--- config.mk ---
export PLATFORM = sky130hd
export DESIGN_NAME = tpw_timer
export DESIGN_NICKNAME = d
export VERILOG_FILES = /design/src/common/tpw_pkg.sv /design/src/common/tpw_chan_if.sv /design/src/hw/tpw_pin_drv.sv /design/src/hw/tpw_timer.sv
export SDC_FILE = /design/constraint.sdc
export NUM_CORES = 1
export LEC_CHECK = 0
export CAP_MARGIN = 15
export CORE_MARGIN = 5
export CORE_UTILIZATION = 30
export CTS_CLUSTER_SIZE = 30
export DETAILED_ROUTE_END_ITERATION = 8
export DONT_BUFFER_PORTS = 1
export PLACE_DENSITY = 0.51
export SLEW_MARGIN = 20
export SYNTH_ARGS = -nofsm -noshare
export SYNTH_HDL_FRONTEND = slang
export SYNTH_SLANG_ARGS = --single-unit
--- constraint.sdc ---
create_clock -name sys_clk -period 12.25 [get_ports sys_clk]
set_input_delay 0.6125 -clock sys_clk [delete_from_list [all_inputs] [get_ports sys_clk]]
set_output_delay 0.6125 -clock sys_clk [all_outputs]
set_load 0.05 [all_outputs]
--- src/common/tpw_pkg.sv ---
// Constants and types shared by the timer PWM and single-pulse block.
//==========================================================================
// Behaviour
// - Clear-select high: A sets period, B sets duty on pin B.
// - Edge PWM, clear-select low: period is field times 128, zero gives 1024.
// - Clear-select low: A and B give independent duties on pins A and B.
// - Alignment field value 11 selects centre alignment, else edge.
// - Edge alignment: all outputs rise together when counter resets to zero.
// - Edge PWM, clear-select high: period equals compare A, 1 to 1023.
// - Centre PWM doubles period, 2046 for field zero, duty 2*value-1.
// - Centre PWM, clear-select high: period is twice compare A.
// - Centre PWM: period flag rises when counter counts down to zero; code never sets it with clear-select high.
// - Duty value at or above the period keeps output active all period.
// - PWM sets separate flags for comparator A, B and period matches; code sets no period flag with clear-select high.
// - Output-level bit picks polarity; pin-function forces high, low or PWM.
// - Polarity-invert bit inverts the channel waveform.
// - Counting continues while pin-function is 00 or 01.
// - Single pulse: run bit rising starts counter and pulse on pin A.
// - Single pulse: comparator B match starts the pulse on pin B.
// - Single pulse: trigger pin edge sets the run bit automatically.
// - Comparator A match clears run bit; run low ends both pulses.
// - Single pulse: counter resets only on run bit rising edge.
// - Single pulse: A and B matches flag; period field, clear-select unused.
// - Compare values are ten bits, low byte plus two-bit high part.
package tpw_pkg;
	localparam int CNT_W = 11;
	localparam int CMP_W = 10;
	localparam int PER_STEP_SHIFT = 7;
	localparam logic [10:0] PER_FULL = 11'h0_400;
	localparam logic [1:0] MODE_PWM = 2'h0_2;
	localparam logic [1:0] PIN_FORCE_LO = 2'h0_0;
	localparam logic [1:0] PIN_FORCE_HI = 2'h0_1;
	localparam logic [1:0] PIN_PWM = 2'h0_2;
	localparam logic [1:0] PIN_PULSE = 2'h0_3;
	localparam logic [1:0] ALIGN_CENTRE = 2'h0_3;
	// Register offsets of the plain register port.
	localparam logic [3:0] ADDR_CTRL1 = 4'h0;
	localparam logic [3:0] ADDR_CTRL2 = 4'h1;
	localparam logic [3:0] ADDR_AL = 4'h2;
	localparam logic [3:0] ADDR_AH = 4'h3;
	localparam logic [3:0] ADDR_BL = 4'h4;
	localparam logic [3:0] ADDR_BH = 4'h5;
	localparam logic [3:0] ADDR_FLAGS = 4'h6;
	// Field positions in control 1.
	localparam int C1_RUN = 7;
	localparam int C1_PER = 4;
	localparam int C1_CCLR = 3;
	localparam int C1_ALIGN = 1;
	// Field positions in control 1 (channel A) and control 2 (channel B); channel A takes its polarity-invert from control 2 bit 6.
	localparam int CX_MODE = 0;
	localparam int CX_PIN = 2;
	localparam int CX_OLVL = 4;
	localparam int CX_POL = 5;
	// Flag bits; writing one clears a flag.
	localparam int FL_A = 0;
	localparam int FL_B = 1;
	localparam int FL_P = 2;
	localparam logic [7:0] RST_BYTE = 8'h0_0;
	typedef enum logic [0:0] {TPW_UP, TPW_DOWN} tpw_dir_t;
endpackage

--- src/common/tpw_chan_if.sv ---
// Interface carrying one channel's compare inputs and waveform result.
interface tpw_chan_if;
	logic [9:0] duty;
	logic [1:0] pinFunc;
	logic outLevel;
	logic polInvert;
	logic active;
	logic pin;
	modport core (output duty, output pinFunc, output outLevel,
		output polInvert, output active, input pin);
	modport chan (input duty, input pinFunc, input outLevel,
		input polInvert, input active, output pin);
endinterface

--- src/hw/tpw_pin_drv.sv ---
// Output stage of one channel: polarity and pin forcing.
module tpw_pin_drv (
	input wire logic sys_clk,
	input wire logic srst,
	tpw_chan_if.chan ch
);
	typedef struct packed {
		logic pin;
	} tpw_drv_t;
	tpw_drv_t st;
	tpw_drv_t next_st;

	//==================================================================
	// Pin selection.
	always_comb begin
		next_st = st;
		case (ch.pinFunc)
			tpw_pkg::PIN_FORCE_LO: next_st.pin = 1'b0;
			tpw_pkg::PIN_FORCE_HI: next_st.pin = 1'b1;
			default: next_st.pin = (ch.active ~^ ch.outLevel) ^ ch.polInvert;
		endcase
	end

	always_ff @(posedge sys_clk) begin
		if (srst) begin
			st <= '0;
		end else begin
			st <= next_st;
		end
	end

	assign ch.pin = st.pin;
endmodule // tpw_pin_drv

--- src/hw/tpw_timer.sv ---
// Timer PWM and single-pulse generator with register port.
//
// Design decisions made here: the register offsets and the address-and-strobe port.
module tpw_timer (
	input wire logic sys_clk,
	input wire logic srst,
	input wire logic [3:0] regAddr,
	input wire logic [7:0] regWdata,
	input wire logic regWr,
	input wire logic regRd,
	output logic [7:0] regRdata,
	input wire logic external_trigger_pin,
	output logic output_pin_a,
	output logic output_pin_b,
	output logic match_a_flag,
	output logic match_b_flag,
	output logic period_match_flag
);
	typedef struct packed {
		logic [7:0] ctl1;
		logic [7:0] ctl2;
		logic [9:0] cmpA;
		logic [9:0] cmpB;
		logic [10:0] cnt;
		tpw_pkg::tpw_dir_t dir;
		logic runPrev;
		logic trigPrev;
		logic actA;
		logic actB;
		logic flagA;
		logic flagB;
		logic flagP;
		logic [7:0] rdata;
	} tpw_state_t;
	tpw_state_t st;
	tpw_state_t next_st;

	tpw_chan_if chA ();
	tpw_chan_if chB ();

	logic run;
	logic cclr;
	logic centre;
	logic pulseMode;
	logic [2:0] perField;
	logic [10:0] perEdge;
	logic [10:0] halfPer;
	logic [10:0] dutyA;
	logic [10:0] dutyB;
	logic hitA;
	logic hitB;
	logic hitP;
	logic wrFlags;

	//==================================================================
	// Mode decoding.
	always_comb begin
		run = st.ctl1[tpw_pkg::C1_RUN];
		cclr = st.ctl1[tpw_pkg::C1_CCLR];
		centre = st.ctl1[tpw_pkg::C1_ALIGN +: 2] == tpw_pkg::ALIGN_CENTRE;
		perField = st.ctl1[tpw_pkg::C1_PER +: 3];
		pulseMode = st.ctl1[tpw_pkg::CX_PIN +: 2] == tpw_pkg::PIN_PULSE
			&& st.ctl1[tpw_pkg::CX_MODE +: 2] == tpw_pkg::MODE_PWM;
		// Period from field in 128 steps, zero meaning 1024.
		perEdge = (perField == 3'h0) ? tpw_pkg::PER_FULL
			: 11'({perField, 7'h0_0});
		// Turning point of the counter: half period in centre alignment, whole period (wrap point) in edge alignment.
		if (cclr) begin
			halfPer = {1'b0, st.cmpA};
		end else if (centre && perField == 3'h0) begin
			halfPer = 11'h3_FF;
		end else begin
			halfPer = perEdge;
		end
		dutyA = {1'b0, st.cmpA};
		dutyB = {1'b0, st.cmpB};
	end

	//==================================================================
	// Counter, comparators, single pulse and register port.
	always_comb begin
		next_st = st;
		hitA = 1'b0;
		hitB = 1'b0;
		hitP = 1'b0;
		wrFlags = regWr && regAddr == tpw_pkg::ADDR_FLAGS;
		next_st.trigPrev = external_trigger_pin;
		next_st.runPrev = run;
		if (pulseMode) begin
			if (run && !st.runPrev) begin
				next_st.cnt = '0;
				next_st.actA = 1'b1;
				next_st.actB = 1'b0;
			end else if (run) begin
				next_st.cnt = st.cnt + 11'h0_01;
				if (st.cnt + 11'h0_01 == dutyB) begin
					hitB = 1'b1;
					next_st.actB = 1'b1;
				end
				if (st.cnt + 11'h0_01 == dutyA) begin
					hitA = 1'b1;
					next_st.ctl1[tpw_pkg::C1_RUN] = 1'b0;
					next_st.actA = 1'b0;
					next_st.actB = 1'b0;
				end
			end else begin
				next_st.actA = 1'b0;
				next_st.actB = 1'b0;
			end
			if (external_trigger_pin && !st.trigPrev) begin
				next_st.ctl1[tpw_pkg::C1_RUN] = 1'b1;
			end
		end else if (run) begin
			// Counting runs whatever the pin-function setting.
			if (!centre) begin
				if (st.cnt + 11'h0_01 >= halfPer) begin
					next_st.cnt = '0;
					hitP = !cclr;
				end else begin
					next_st.cnt = st.cnt + 11'h0_01;
				end
				if (st.cnt + 11'h0_01 == dutyA) begin
					hitA = 1'b1;
				end
				if (st.cnt + 11'h0_01 == dutyB) begin
					hitB = 1'b1;
				end
				// Active from reset to zero until the duty count.
				next_st.actA = next_st.cnt < dutyA || dutyA >= halfPer;
				next_st.actB = next_st.cnt < dutyB || dutyB >= halfPer;
			end else begin
				if (st.dir == tpw_pkg::TPW_UP) begin
					if (st.cnt + 11'h0_01 >= halfPer) begin
						next_st.dir = tpw_pkg::TPW_DOWN;
					end
					next_st.cnt = st.cnt + 11'h0_01;
				end else begin
					next_st.cnt = st.cnt - 11'h0_01;
					if (st.cnt == 11'h0_01) begin
						next_st.dir = tpw_pkg::TPW_UP;
						hitP = !cclr;
					end
				end
				hitA = next_st.cnt == dutyA;
				hitB = next_st.cnt == dutyB;
				// Active below the compare value on both slopes gives 2*value-1.
				next_st.actA = next_st.cnt < dutyA || dutyA >= halfPer;
				next_st.actB = next_st.cnt < dutyB || dutyB >= halfPer;
			end
		end else begin
			next_st.cnt = '0;
			next_st.dir = tpw_pkg::TPW_UP;
			next_st.actA = 1'b0;
			next_st.actB = 1'b0;
		end
		// Counter-clear select high leaves pin A without a waveform.
		if (!pulseMode && cclr) begin
			next_st.actA = 1'b0;
		end
		if (pulseMode) begin
			hitP = 1'b0;
		end
		// Register writes; hardware flag set wins over the clear.
		if (regWr) begin
			case (regAddr)
				tpw_pkg::ADDR_CTRL1: next_st.ctl1 = regWdata;
				tpw_pkg::ADDR_CTRL2: next_st.ctl2 = regWdata;
				tpw_pkg::ADDR_AL: next_st.cmpA[7:0] = regWdata;
				tpw_pkg::ADDR_AH: next_st.cmpA[9:8] = regWdata[1:0];
				tpw_pkg::ADDR_BL: next_st.cmpB[7:0] = regWdata;
				tpw_pkg::ADDR_BH: next_st.cmpB[9:8] = regWdata[1:0];
				default: next_st.rdata = st.rdata;
			endcase
		end
		next_st.flagA = (st.flagA && !(wrFlags && regWdata[tpw_pkg::FL_A]))
			|| hitA;
		next_st.flagB = (st.flagB && !(wrFlags && regWdata[tpw_pkg::FL_B]))
			|| hitB;
		next_st.flagP = (st.flagP && !(wrFlags && regWdata[tpw_pkg::FL_P]))
			|| hitP;
		next_st.rdata = tpw_pkg::RST_BYTE;
		if (regRd) begin
			case (regAddr)
				tpw_pkg::ADDR_CTRL1: next_st.rdata = st.ctl1;
				tpw_pkg::ADDR_CTRL2: next_st.rdata = st.ctl2;
				tpw_pkg::ADDR_AL: next_st.rdata = st.cmpA[7:0];
				tpw_pkg::ADDR_AH: next_st.rdata = {6'h0_0, st.cmpA[9:8]};
				tpw_pkg::ADDR_BL: next_st.rdata = st.cmpB[7:0];
				tpw_pkg::ADDR_BH: next_st.rdata = {6'h0_0, st.cmpB[9:8]};
				tpw_pkg::ADDR_FLAGS: next_st.rdata = {5'h0_0, st.flagP,
					st.flagB, st.flagA};
				default: next_st.rdata = tpw_pkg::RST_BYTE;
			endcase
		end
	end

	always_ff @(posedge sys_clk) begin
		if (srst) begin
			st <= '0;
		end else begin
			st <= next_st;
		end
	end

	//==================================================================
	// Channel output stages.
	always_comb begin
		chA.duty = st.cmpA;
		chA.pinFunc = st.ctl1[tpw_pkg::CX_PIN +: 2];
		chA.outLevel = st.ctl1[tpw_pkg::CX_OLVL];
		chA.polInvert = st.ctl2[6];
		chA.active = st.actA;
		chB.duty = st.cmpB;
		chB.pinFunc = st.ctl2[tpw_pkg::CX_PIN +: 2];
		chB.outLevel = st.ctl2[tpw_pkg::CX_OLVL];
		chB.polInvert = st.ctl2[tpw_pkg::CX_POL];
		chB.active = st.actB;
	end

	tpw_pin_drv uDrvA (.sys_clk(sys_clk), .srst(srst), .ch(chA.chan));
	tpw_pin_drv uDrvB (.sys_clk(sys_clk), .srst(srst), .ch(chB.chan));

	assign output_pin_a = chA.pin;
	assign output_pin_b = chB.pin;
	assign regRdata = st.rdata;
	assign match_a_flag = st.flagA;
	assign match_b_flag = st.flagB;
	assign period_match_flag = st.flagP;
endmodule // tpw_timer

# After elaboration in Yosys (flattened, before gate mapping)
# Cells that the tools add are included.
[word_totals] regBits=65 mem_count=0 rom_bits=0 input_bits=17 elab_cells=152 mem_bits_rw=0 latchBits=0
[op_classes] addsub=2 shifts=0 n_div=0 n_mul=0 n_eq_ne=20 order_cmp=7 mux=59 n_bitwise=6 reduce_logical=39
[op_table] operator="11-bit two-way mux" count=11
[op_table] operator="12-bit two-way mux" count=5
[op_table] operator="8-bit case mux with 7 select lines" count=1
[op_table] operator="11-bit by 10-bit equality test with 1-bit output" count=4
[op_table] operator="11-bit by 10-bit < comparator with 1-bit output" count=4
[op_table] operator="36-bit two-way mux" count=1
[op_table] operator="8-bit two-way mux" count=4
[op_table] operator="1-bit two-way mux" count=27
[op_table] operator="10-bit by 11-bit greater-or-equal comparator with 1-bit output" count=2
[op_table] operator="2-bit two-way mux" count=8
[op_table] operator="2-bit AND reduction" count=7
[op_table] operator="4-bit by 3-bit equality test with 1-bit output (second input constant)" count=3
[op_table] operator="1-bit logical AND" count=12
[op_table] operator="11-bit by 1-bit adder with 11-bit output (second input constant)" count=1
[op_table] operator="11-bit by 1-bit equality test with 1-bit output (second input constant)" count=1
[op_table] operator="11-bit greater-or-equal comparator" count=1
[op_table] operator="11-bit by 1-bit subtractor with 11-bit output (second input constant)" count=1
[op_table] operator="4-bit by 2-bit equality test with 1-bit output (second input constant)" count=2
[op_table] operator="1-bit zero test" count=7
[op_table] operator="1-bit logical OR" count=7
[op_table] operator="2-bit equality test (second input constant)" count=3
[op_table] operator="5-bit by 2-bit != test with 1-bit output (second input constant)" count=1
[op_table] operator="2-bit by 1-bit equality test with 1-bit output (second input constant)" count=2
[op_table] operator="4-bit by 1-bit equality test with 1-bit output (second input constant)" count=1
[op_table] operator="11 further kinds" count=17

# Logic depth before layout (Yosys ltp)
# Gate-level depths: netlist of run 1.
[logic_depth] depth_word=15 ltp_mapped=22

# By module
# Synthesis of run 1 repeated with hierarchy kept, for this count alone.
[hier_totals] cells_unflattened=676 hier_area_um2=5557.8
[modules_own_cells] mod="tpw_timer" area_each_um2=5437.7 seq_area_each_um2=1261.2 instances=1 cells_per_inst=668
[modules_own_cells] mod="tpw_pin_drv" area_each_um2=60.1 seq_area_each_um2=20.0 instances=2 cells_per_inst=4

# Worst setup path after synthesis of run 1
# Ideal clock, no wire load.
[synth_path] path_type="register to register" startpoint="register st[16] (netlist name)" endpoint="register st, in the netlist chA.active" setup_ns=0.091 arrival_time_ns=4.765 stages_incl_launch_ff=22 synth_period_minus_slack_ns=4.856 t_required_ns=12.159 slack_ns=7.394 path_cell_list="dfxtp_1 -> ha_1 -> buf_4 -> nand4_1 -> nor3_1 -> xor2_1 -> ha_1 -> nand4_1 -> or4_1 -> a21bo_2 -> nand3_1 -> a21o_1 -> clkbuf_1 -> nor2_1 -> ha_1 -> a21o_1 -> a21o_1 -> a21oi_1 -> o21ai_0 -> a41oi_1 -> o221ai_1 -> a311oi_1"
[synth_between] elab_chain_len=11 elab_cells_between_ends=20 cone_classes="add/sub: 2; order compare: 3; eq/ne: 2; mux: 11; reduce/logical: 2"
[synth_lines] element="start: declaration" line="tpw_timer.sv:35" text="tpw_state_t st;"
[synth_lines] element="start signal: assignment" line="tpw_timer.sv:201" text="st <= next_st;"
[synth_lines] element="11-bit by 1-bit adder with 11-bit output"
[synth_lines] element="11-bit greater-or-equal comparator" line="tpw_timer.sv:116" text="if (st.cnt + 11'h0_01 >= halfPer) begin"
[synth_lines] element="11-bit two-way mux" line="tpw_timer.sv:116"
[synth_lines] element="11-bit two-way mux" line="tpw_timer.sv:115" text="if (!centre) begin"
[synth_lines] element="11-bit two-way mux" line="tpw_timer.sv:113" text="end else if (run) begin"
[synth_lines] element="11-bit two-way mux" line="tpw_timer.sv:89" text="if (pulseMode) begin"
[synth_lines] element="11-bit by 10-bit < comparator with 1-bit output" line="tpw_timer.sv:129" text="next_st.actA = next_st.cnt < dutyA || dutyA >= halfPer;"
[synth_lines] element="1-bit logical OR" line="tpw_timer.sv:129"
[synth_lines] element="2-bit two-way mux" line="tpw_timer.sv:115"
[synth_lines] element="2-bit two-way mux" line="tpw_timer.sv:113"
[synth_lines] element="2-bit two-way mux" line="tpw_timer.sv:89"
# Parallel ways exist; a longest one is shown, timed or not. The select of a mux whose other input is x is not followed.
# A chain may end at the register's enable or synchronous reset.

# Final worst setup path of run 1
# Same ends and word-level chain as after synthesis.

==> impl_metrics.json, run 1 <==
{
  "status": "completed",
  "synth-seq-cells": 65,
  "utilization_pct": 32.73,
  "grt_util_met2_pct": 27.28,
  "min_period_ns": 5.783,
  "synth_area_leaders": "dfxtp_1 23%, ha_1 14%, mux2i_1 4.3%, a21oi_1 4.2%, xnor2_1 4.1%",
  "hold_depth": 1,
  "hold_buffers": 0,
  "die-area_sq_um": 22050,
  "rsz0062_at_grt": "false",
  "drtIter0Drc": 554,
  "ios": 30,
  "cts_tree": "built",
  "required_ns": 12.51,
  "drive_gt1_share_pct": 5.217,
  "dp_hpwl_um": 14650,
  "yosys_warnings": 0,
  "synthFlopType": "dfxtp_1",
  "syn_inst": 720,
  "dieWidth_um": 148.5,
  "cts_made_buffers": 9,
  "worstPathArrival_ns": 6.04,
  "multi_input_area_sq_um": 4049,
  "ys_async_sr_fraction_pct": 0,
  "dpl-instance-area_sq_um": 5849,
  "antenna_found_initial": 0,
  "critPathMaxFanout": 16,
  "via_count": 5295,
  "p_per_area_nw_per_um2": 82.77,
  "ant_nets": 0,
  "grtUsageTotal_pct": 17.37,
  "core_area_sq_um": 18770,
  "slew_headroom_pct": 35.28,
  "initial_core_util_pct": 30.65,
  "grt_pass1_wl_um": 29670,
  "syn_area_per_cell_sq_um": 7.990,
  "drc": 0,
  "overflow": 0,
  "seq_area_frac_synth_pct": 22.62,
  "area_growth_pct": 6.764,
  "hold_path.class": "input port to register",
  "fmax_mhz": 172.9,
  "clock_path_buffers": 2,
  "seq_area_sq_um": 1301,
  "cts-htree-levels": 3,
  "wire_per_inst_um": 20.74,
  "grt_busiest_layer": "met2",
  "num_rows": 50,
  "cts_root_buffer": "clkbuf_16",
  "synthesis.nets": 803,
  "clock-sinks": 65,
  "r2r_slack_ns": 6.47,
  "fin_crit_sh_pct": 47.21,
  "critical_path.startpoint": "st[16]",
  "synth_cell_types": 71,
  "end_kind": "register",
  "syn_area_sq_um": 5753,
  "holdWs_ns": 0.3554,
  "grt_pass1_vias": 5126,
  "final_nets": 769,
  "vias_per_cell": 5.731,
  "yosysTopAreaCellShare_pct": 22.62,
  "path_clk_slew_ns": 0.06,
  "synth_edf_count": 0,
  "hp-start": "srst",
  "gp_congestion": 0.8963,
  "hold_end": "chA.active",
  "r2r_end": "chA.active",
  "cpPeakStageDelay_ns": 0.67,
  "final-setup-viol-count": 0,
  "final_cell_area_sq_um": 6142,
  "start_kind": "register",
  "drv_slew": 0,
  "dieHeight_um": 148.5,
  "r2r_cells": 19,
  "io_buffer_count": 0,
  "r2r-start": "st[16]",
  "antenna-diode-count": 0,
  "worst-setup-path-type": "register to register",
  "grtUsageMet1_pct": 23.80,
  "grt_start_max_net_pins": 61,
  "worstMarginPinSlew_ns": 0.9672,
  "fillers": 2032,
  "path_cells": "ha_1 > nand4_1 > nor3_1 > xor2_1 > ha_1 > nand4_1 > or4_1 > a21bo_2 > nand3_1 > a21o_1 > nor2_1 > ha_1 > a21o_1 > a21o_1 > a21oi_1 > o21ai_0 > a41oi_1 > o221ai_1 > a311oi_1",
  "finalPower_mw": 0.5084,
  "postCtsSetupBuffers": 0,
  "tns_ns": 0,
  "grtUsageMet3_pct": 3.900,
  "clk-insertion-delay-late_ns": 0.35,
  "leakage_nw": 2.382,
  "drt_wl_total_um": 19170,
  "drv_cap": 0,
  "finClkSkew_ns": 0.01375,
  "cts_resized": 0,
  "ir_drop_uv": 69.21,
  "yosysTopAreaCell": "dfxtp_1",
  "hold_viol": 0,
  "slowest_stage": "dfxtp_1",
  "dr.pass1.iters": 5
}
-- layout make-up --
class                           instances  share of cell area (%)
Sequential cell                        65                   21.19
Inverter                               45                   2.750
Tap cell                              234                   4.767
Timing Repair Buffer                    5                  0.6111
Multi-Input combinational cell        560                   65.92
Clock buffer                            9                   3.667
Clock inverter                          6                   1.100
-- routing by layer --
metal / vias to the layer above / wire, um / part of all wire [%]
li1: 2575 / - / -
met1: 2500 / 8885 / 46
met2: 190 / 8580 / 45
met3: 30 / 1210 / 6.3
met4: 0 / 493 / 2.6
met5: - / 0 / 0
-- worst max-delay path, delay by kind of cell, from the launching register on --
family / cells / cell delay, ns
compound gates: 9 / 1.94
simple gates: 6 / 1.61
fa+ha+maj: 3 / 1.04
flops: 1 / 0.67
xor+xnor: 1 / 0.41
-- logic make-up (layout without fill, tap and decap cells) --
family / Yosys count / after routing / synth area share (%)
AOI/OAI and AO/OA: 186 / 186 / 22.71
xor gates and xnor gates: 38 / 38 / 6.829
adders and majority gates: 66 / 66 / 14.35
buffers and inverters: 95 / 65 / 7.112
DFF: 65 / 65 / 22.62
muxes: 27 / 27 / 5.133
and+or+nand+nor: 243 / 243 / 21.25
-- metrics by stage --
| stage | instances | setup WS [ns] |
|---|---|---|
| 6_report | 924 | 6.467 |
| 5_1_grt | 924 | 5.942 |
| 4_1_cts | 924 | 6.516 |
| 3_5_place_dp | 909 | 6.517 |
| 3_3_place_gp | 909 | 6.728 |
| 2_1_floorplan | 720 | 7.394 |
-- cell usage after synthesis (14+ instances only) --
cell      instances
clkbuf_1         32
mux2i_1          25
ha_1             66
o21ai_0          14
nor2_1           60
a21oi_1          48
inv_1            43
a21o_1           17
dfxtp_1          65
nand2_1          57
nor3_1           24
nand3_1          34
xnor2_1          27
-- where the power goes --
part / internal [mW] / switching, mW / leakage [nW]
Clock: 0.157 / 0.107 / 0.138
Sequential: 0.213 / 0.00355 / 0.524
Combinational: 0.0117 / 0.0154 / 1.72
-- state kept, by name, summed over array words and instances, names as in the netlist, 2 cells and up --
name / flops
perField: 2
chB.pinFunc: 2
chB.duty: 10
chA.duty: 10
regRdata: 8
st: 19
-- cell usage in the layout (no fill, tap or decap), types with 9 or more instances in the layout --
cell type | netlist | routed
a2111oi_0 | 11 | 11
a211oi_1 | 10 | 10
a21o_1 | 17 | 17
a21oi_1 | 48 | 48
a31oi_1 | 11 | 11
clkbuf_16 | 0 | 9
dfxtp_1 | 65 | 65
ha_1 | 66 | 66
inv_1 | 43 | 43
mux2i_1 | 25 | 25
nand2_1 | 57 | 57
nand2b_1 | 11 | 11
nand3_1 | 34 | 34
nor2_1 | 60 | 60
nor2b_1 | 9 | 9
nor3_1 | 24 | 24
o21ai_0 | 14 | 14
o22ai_1 | 10 | 10
xnor2_1 | 27 | 27
-- worst max-delay path by stage --
| stage | cells after the start | end | slack [ns] |
|---|---|---|---|
| after detailed placement | 19 | chA.active | 6.52 |
| after CTS | 19 | chA.active | 6.52 |
| after global routing | 19 | chA.active | 5.94 |
| after global placement | 19 | chA.active | 6.73 |
| after floorplan | 21 | chA.active | 7.39 |
| final | 19 | chA.active | 6.47 |
(Power assumes the default switching activity.)
==> inputs of run 2 (changes only) <==
==> constraint.sdc (replaced) <==
create_clock -name sys_clk -period 5.8 [get_ports sys_clk]
set_input_delay 0.29 -clock sys_clk [delete_from_list [all_inputs] [get_ports sys_clk]]
set_output_delay 0.29 -clock sys_clk [all_outputs]
set_load 0.05 [all_outputs]
==> impl_metrics.json, run 2 (synthesis results as in run 1) <==
{
  "io_buffer_count": 0,
  "comb_power_share_pct": 5.3,
  "p_per_area_nw_per_um2": 179.7,
  "ant_nets": 0,
  "worstPathArrival_ns": 5.65,
  "required_ns": 6.05,
  "grt_start_max_net_pins": 61,
  "dieHeight_um": 148.5,
  "tns_ns": 0,
  "hold_viol": 0,
  "postCtsSetupBuffers": 0,
  "critPathBufInv": 1,
  "worstMarginPinSlew_ns": 1.047,
  "clk-insertion-delay-late_ns": 0.34,
  "final_nets": 773,
  "grt_pass1_vias": 5116,
  "wire_per_inst_um": 20.97,
  "via_count": 5414,
  "hold_depth": 1,
  "final_cell_area_sq_um": 6205,
  "cts_tree": "built",
  "finalPower_mw": 1.115,
  "worst-setup-path-type": "register to register",
  "final-setup-viol-count": 0,
  "slew_headroom_pct": 29.92,
  "path_clk_slew_ns": 0.06,
  "clkPwrFrac_pct": 53.6,
  "cts_root_buffer": "clkbuf_16",
  "start_kind": "register",
  "clock-sinks": 65,
  "finClkSkew_ns": 0.009216,
  "end_kind": "register",
  "mostFrequentLayoutCell": "ha_1",
  "largest_register_ffs": 19,
  "core_area_sq_um": 18770,
  "mostFrequentLayoutCells": "66 x ha_1, 65 x dfxtp_1, 60 x nor2_1",
  "path_cells": "nand4_1 > nor3_1 > xor2_1 > buf_4 > ha_1 > nand4_1 > or4_1 > a21bo_2 > nand3_1 > a21o_1 > nor2_1 > ha_1 > a21o_1 > a21o_1 > a21oi_1 > o21ai_0 > a41oi_1 > o221ai_1 > a311oi_1",
  "num_rows": 50,
  "leakage_nw": 2.422,
  "dp_hpwl_um": 15080,
  "slowest_stage": "dfxtp_1",
  "grt_pass1_wl_um": 30480,
  "intPower_mw": 0.8540,
  "drt_wl_total_um": 19480,
  "cts-htree-levels": 3,
  "drc": 0,
  "area_growth_pct": 7.851,
  "cpLargestDelayFamily": "compound AO/OA/AOI/OAI gates",
  "r2r_cells": 19,
  "ios": 30,
  "utilization_pct": 33.06,
  "regMostFlops": "st",
  "dpl-instance-area_sq_um": 5879,
  "drv_cap": 0,
  "fin_crit_sh_pct": 93.00,
  "critPathMaxFanout": 17,
  "drv_slew": 0,
  "rsz0062_at_grt": "false",
  "gp_congestion": 0.9693,
  "power_frac_seq_pct": 41.1,
  "drive_gt1_share_pct": 5.899,
  "drtIter0Drc": 460,
  "overflow": 0,
  "post-place-ws_ns": 0.5628,
  "clock_path_buffers": 2,
  "crit_top_cell": "a21o_1",
  "initial_core_util_pct": 30.65,
  "cts_made_buffers": 9,
  "min_period_ns": 5.394,
  "netSwitchingFraction_pct": 23.40,
  "hold_path.class": "input port to register",
  "antenna_found_initial": 0,
  "setup_ws_ns": 0.4058,
  "grtUsageTotal_pct": 17.69,
  "antenna-diode-count": 0,
  "status": "completed",
  "dr.pass1.iters": 5,
  "vias_per_cell": 5.828,
  "dieWidth_um": 148.5,
  "ir_drop_uv": 205.8,
  "p_switching_mw": 0.2608,
  "die-area_sq_um": 22050,
  "cpPeakStageDelay_ns": 0.69,
  "cp.depth": 19,
  "r2r_slack_ns": 0.41,
  "fmax_mhz": 185.4
}
[run 2: cell count changes in the layout (fill, tap and decap cells not counted), sizes merged]
cell | before | now
inv | 46 | 45
buf | 5 | 9
clkinvlp | 2 | 0
clkbuf | 9 | 10
clkinv | 2 | 4
bufinv | 1 | 2
[run 2: power groups by stage]
stage	clock network (mW)	registers [mW]	logic, mW
after CTS	0.607	0.458	0.0585
after detailed placement	0	0.468	0.0581
final	0.598	0.458	0.0591
after global routing	0.624	0.458	0.0655
after global placement	0	0.468	0.0585
after floorplan	0	0.464	0.0542
[run 2: layout make-up]
| type | count | area (sq um) |
|---|---|---|
| sequential | 65 | 1301 |
| timing repair buffer | 9 | 67.56 |
| clock inverter | 6 | 91.34 |
| tap | 234 | 292.8 |
| fill | 2054 | 12560 |
| multi-input combinational | 560 | 4054 |
| clock buffer | 10 | 229.0 |
| inverter | 45 | 168.9 |
[run 2: per-stage QoR]
step	hold slack, ns	instances
after floorplan	0.3954	720
after global placement	0.3709	913
after detailed placement	0.3737	913
after CTS	0.01201	929
after global routing	0.01247	929
final	0.02222	929
[run 2: worst paths after layout]
check             startpoint    endpoint
hold / removal          srst      st[16]
hold reg to reg       st[56]      st[56]
setup reg to reg      st[22]  chA.active
setup / recovery      st[22]  chA.active
[run 2: what timing repair did]
action / CTS / global route
endpoints found under the setup margin: 0 / 1
hold buffers: 0 / 0
gates resized for setup: 0 / 1
[run 2: layer usage]
| metal | GRT usage, % | wire length, um |
|---|---|---|
| met1 | 24.39 | 8986 |
| met2 | 28.55 | 8956 |
| met3 | 3.352 | 1143 |
| met4 | 4.296 | 396 |
| met5 | 0 | 0 |
[run 2: worst reg2reg max path, delay by kind of cell (launching register included)]
kind                     cells  cell delay, ns
flip-flops                   1            0.69
AND/OR/NAND/NOR              6            1.72
XOR/XNOR                     1            0.13
adder cells (fa/ha/maj)      2            0.66
AO/OA/AOI/OAI                9            1.93
buffers and inverters        1            0.19
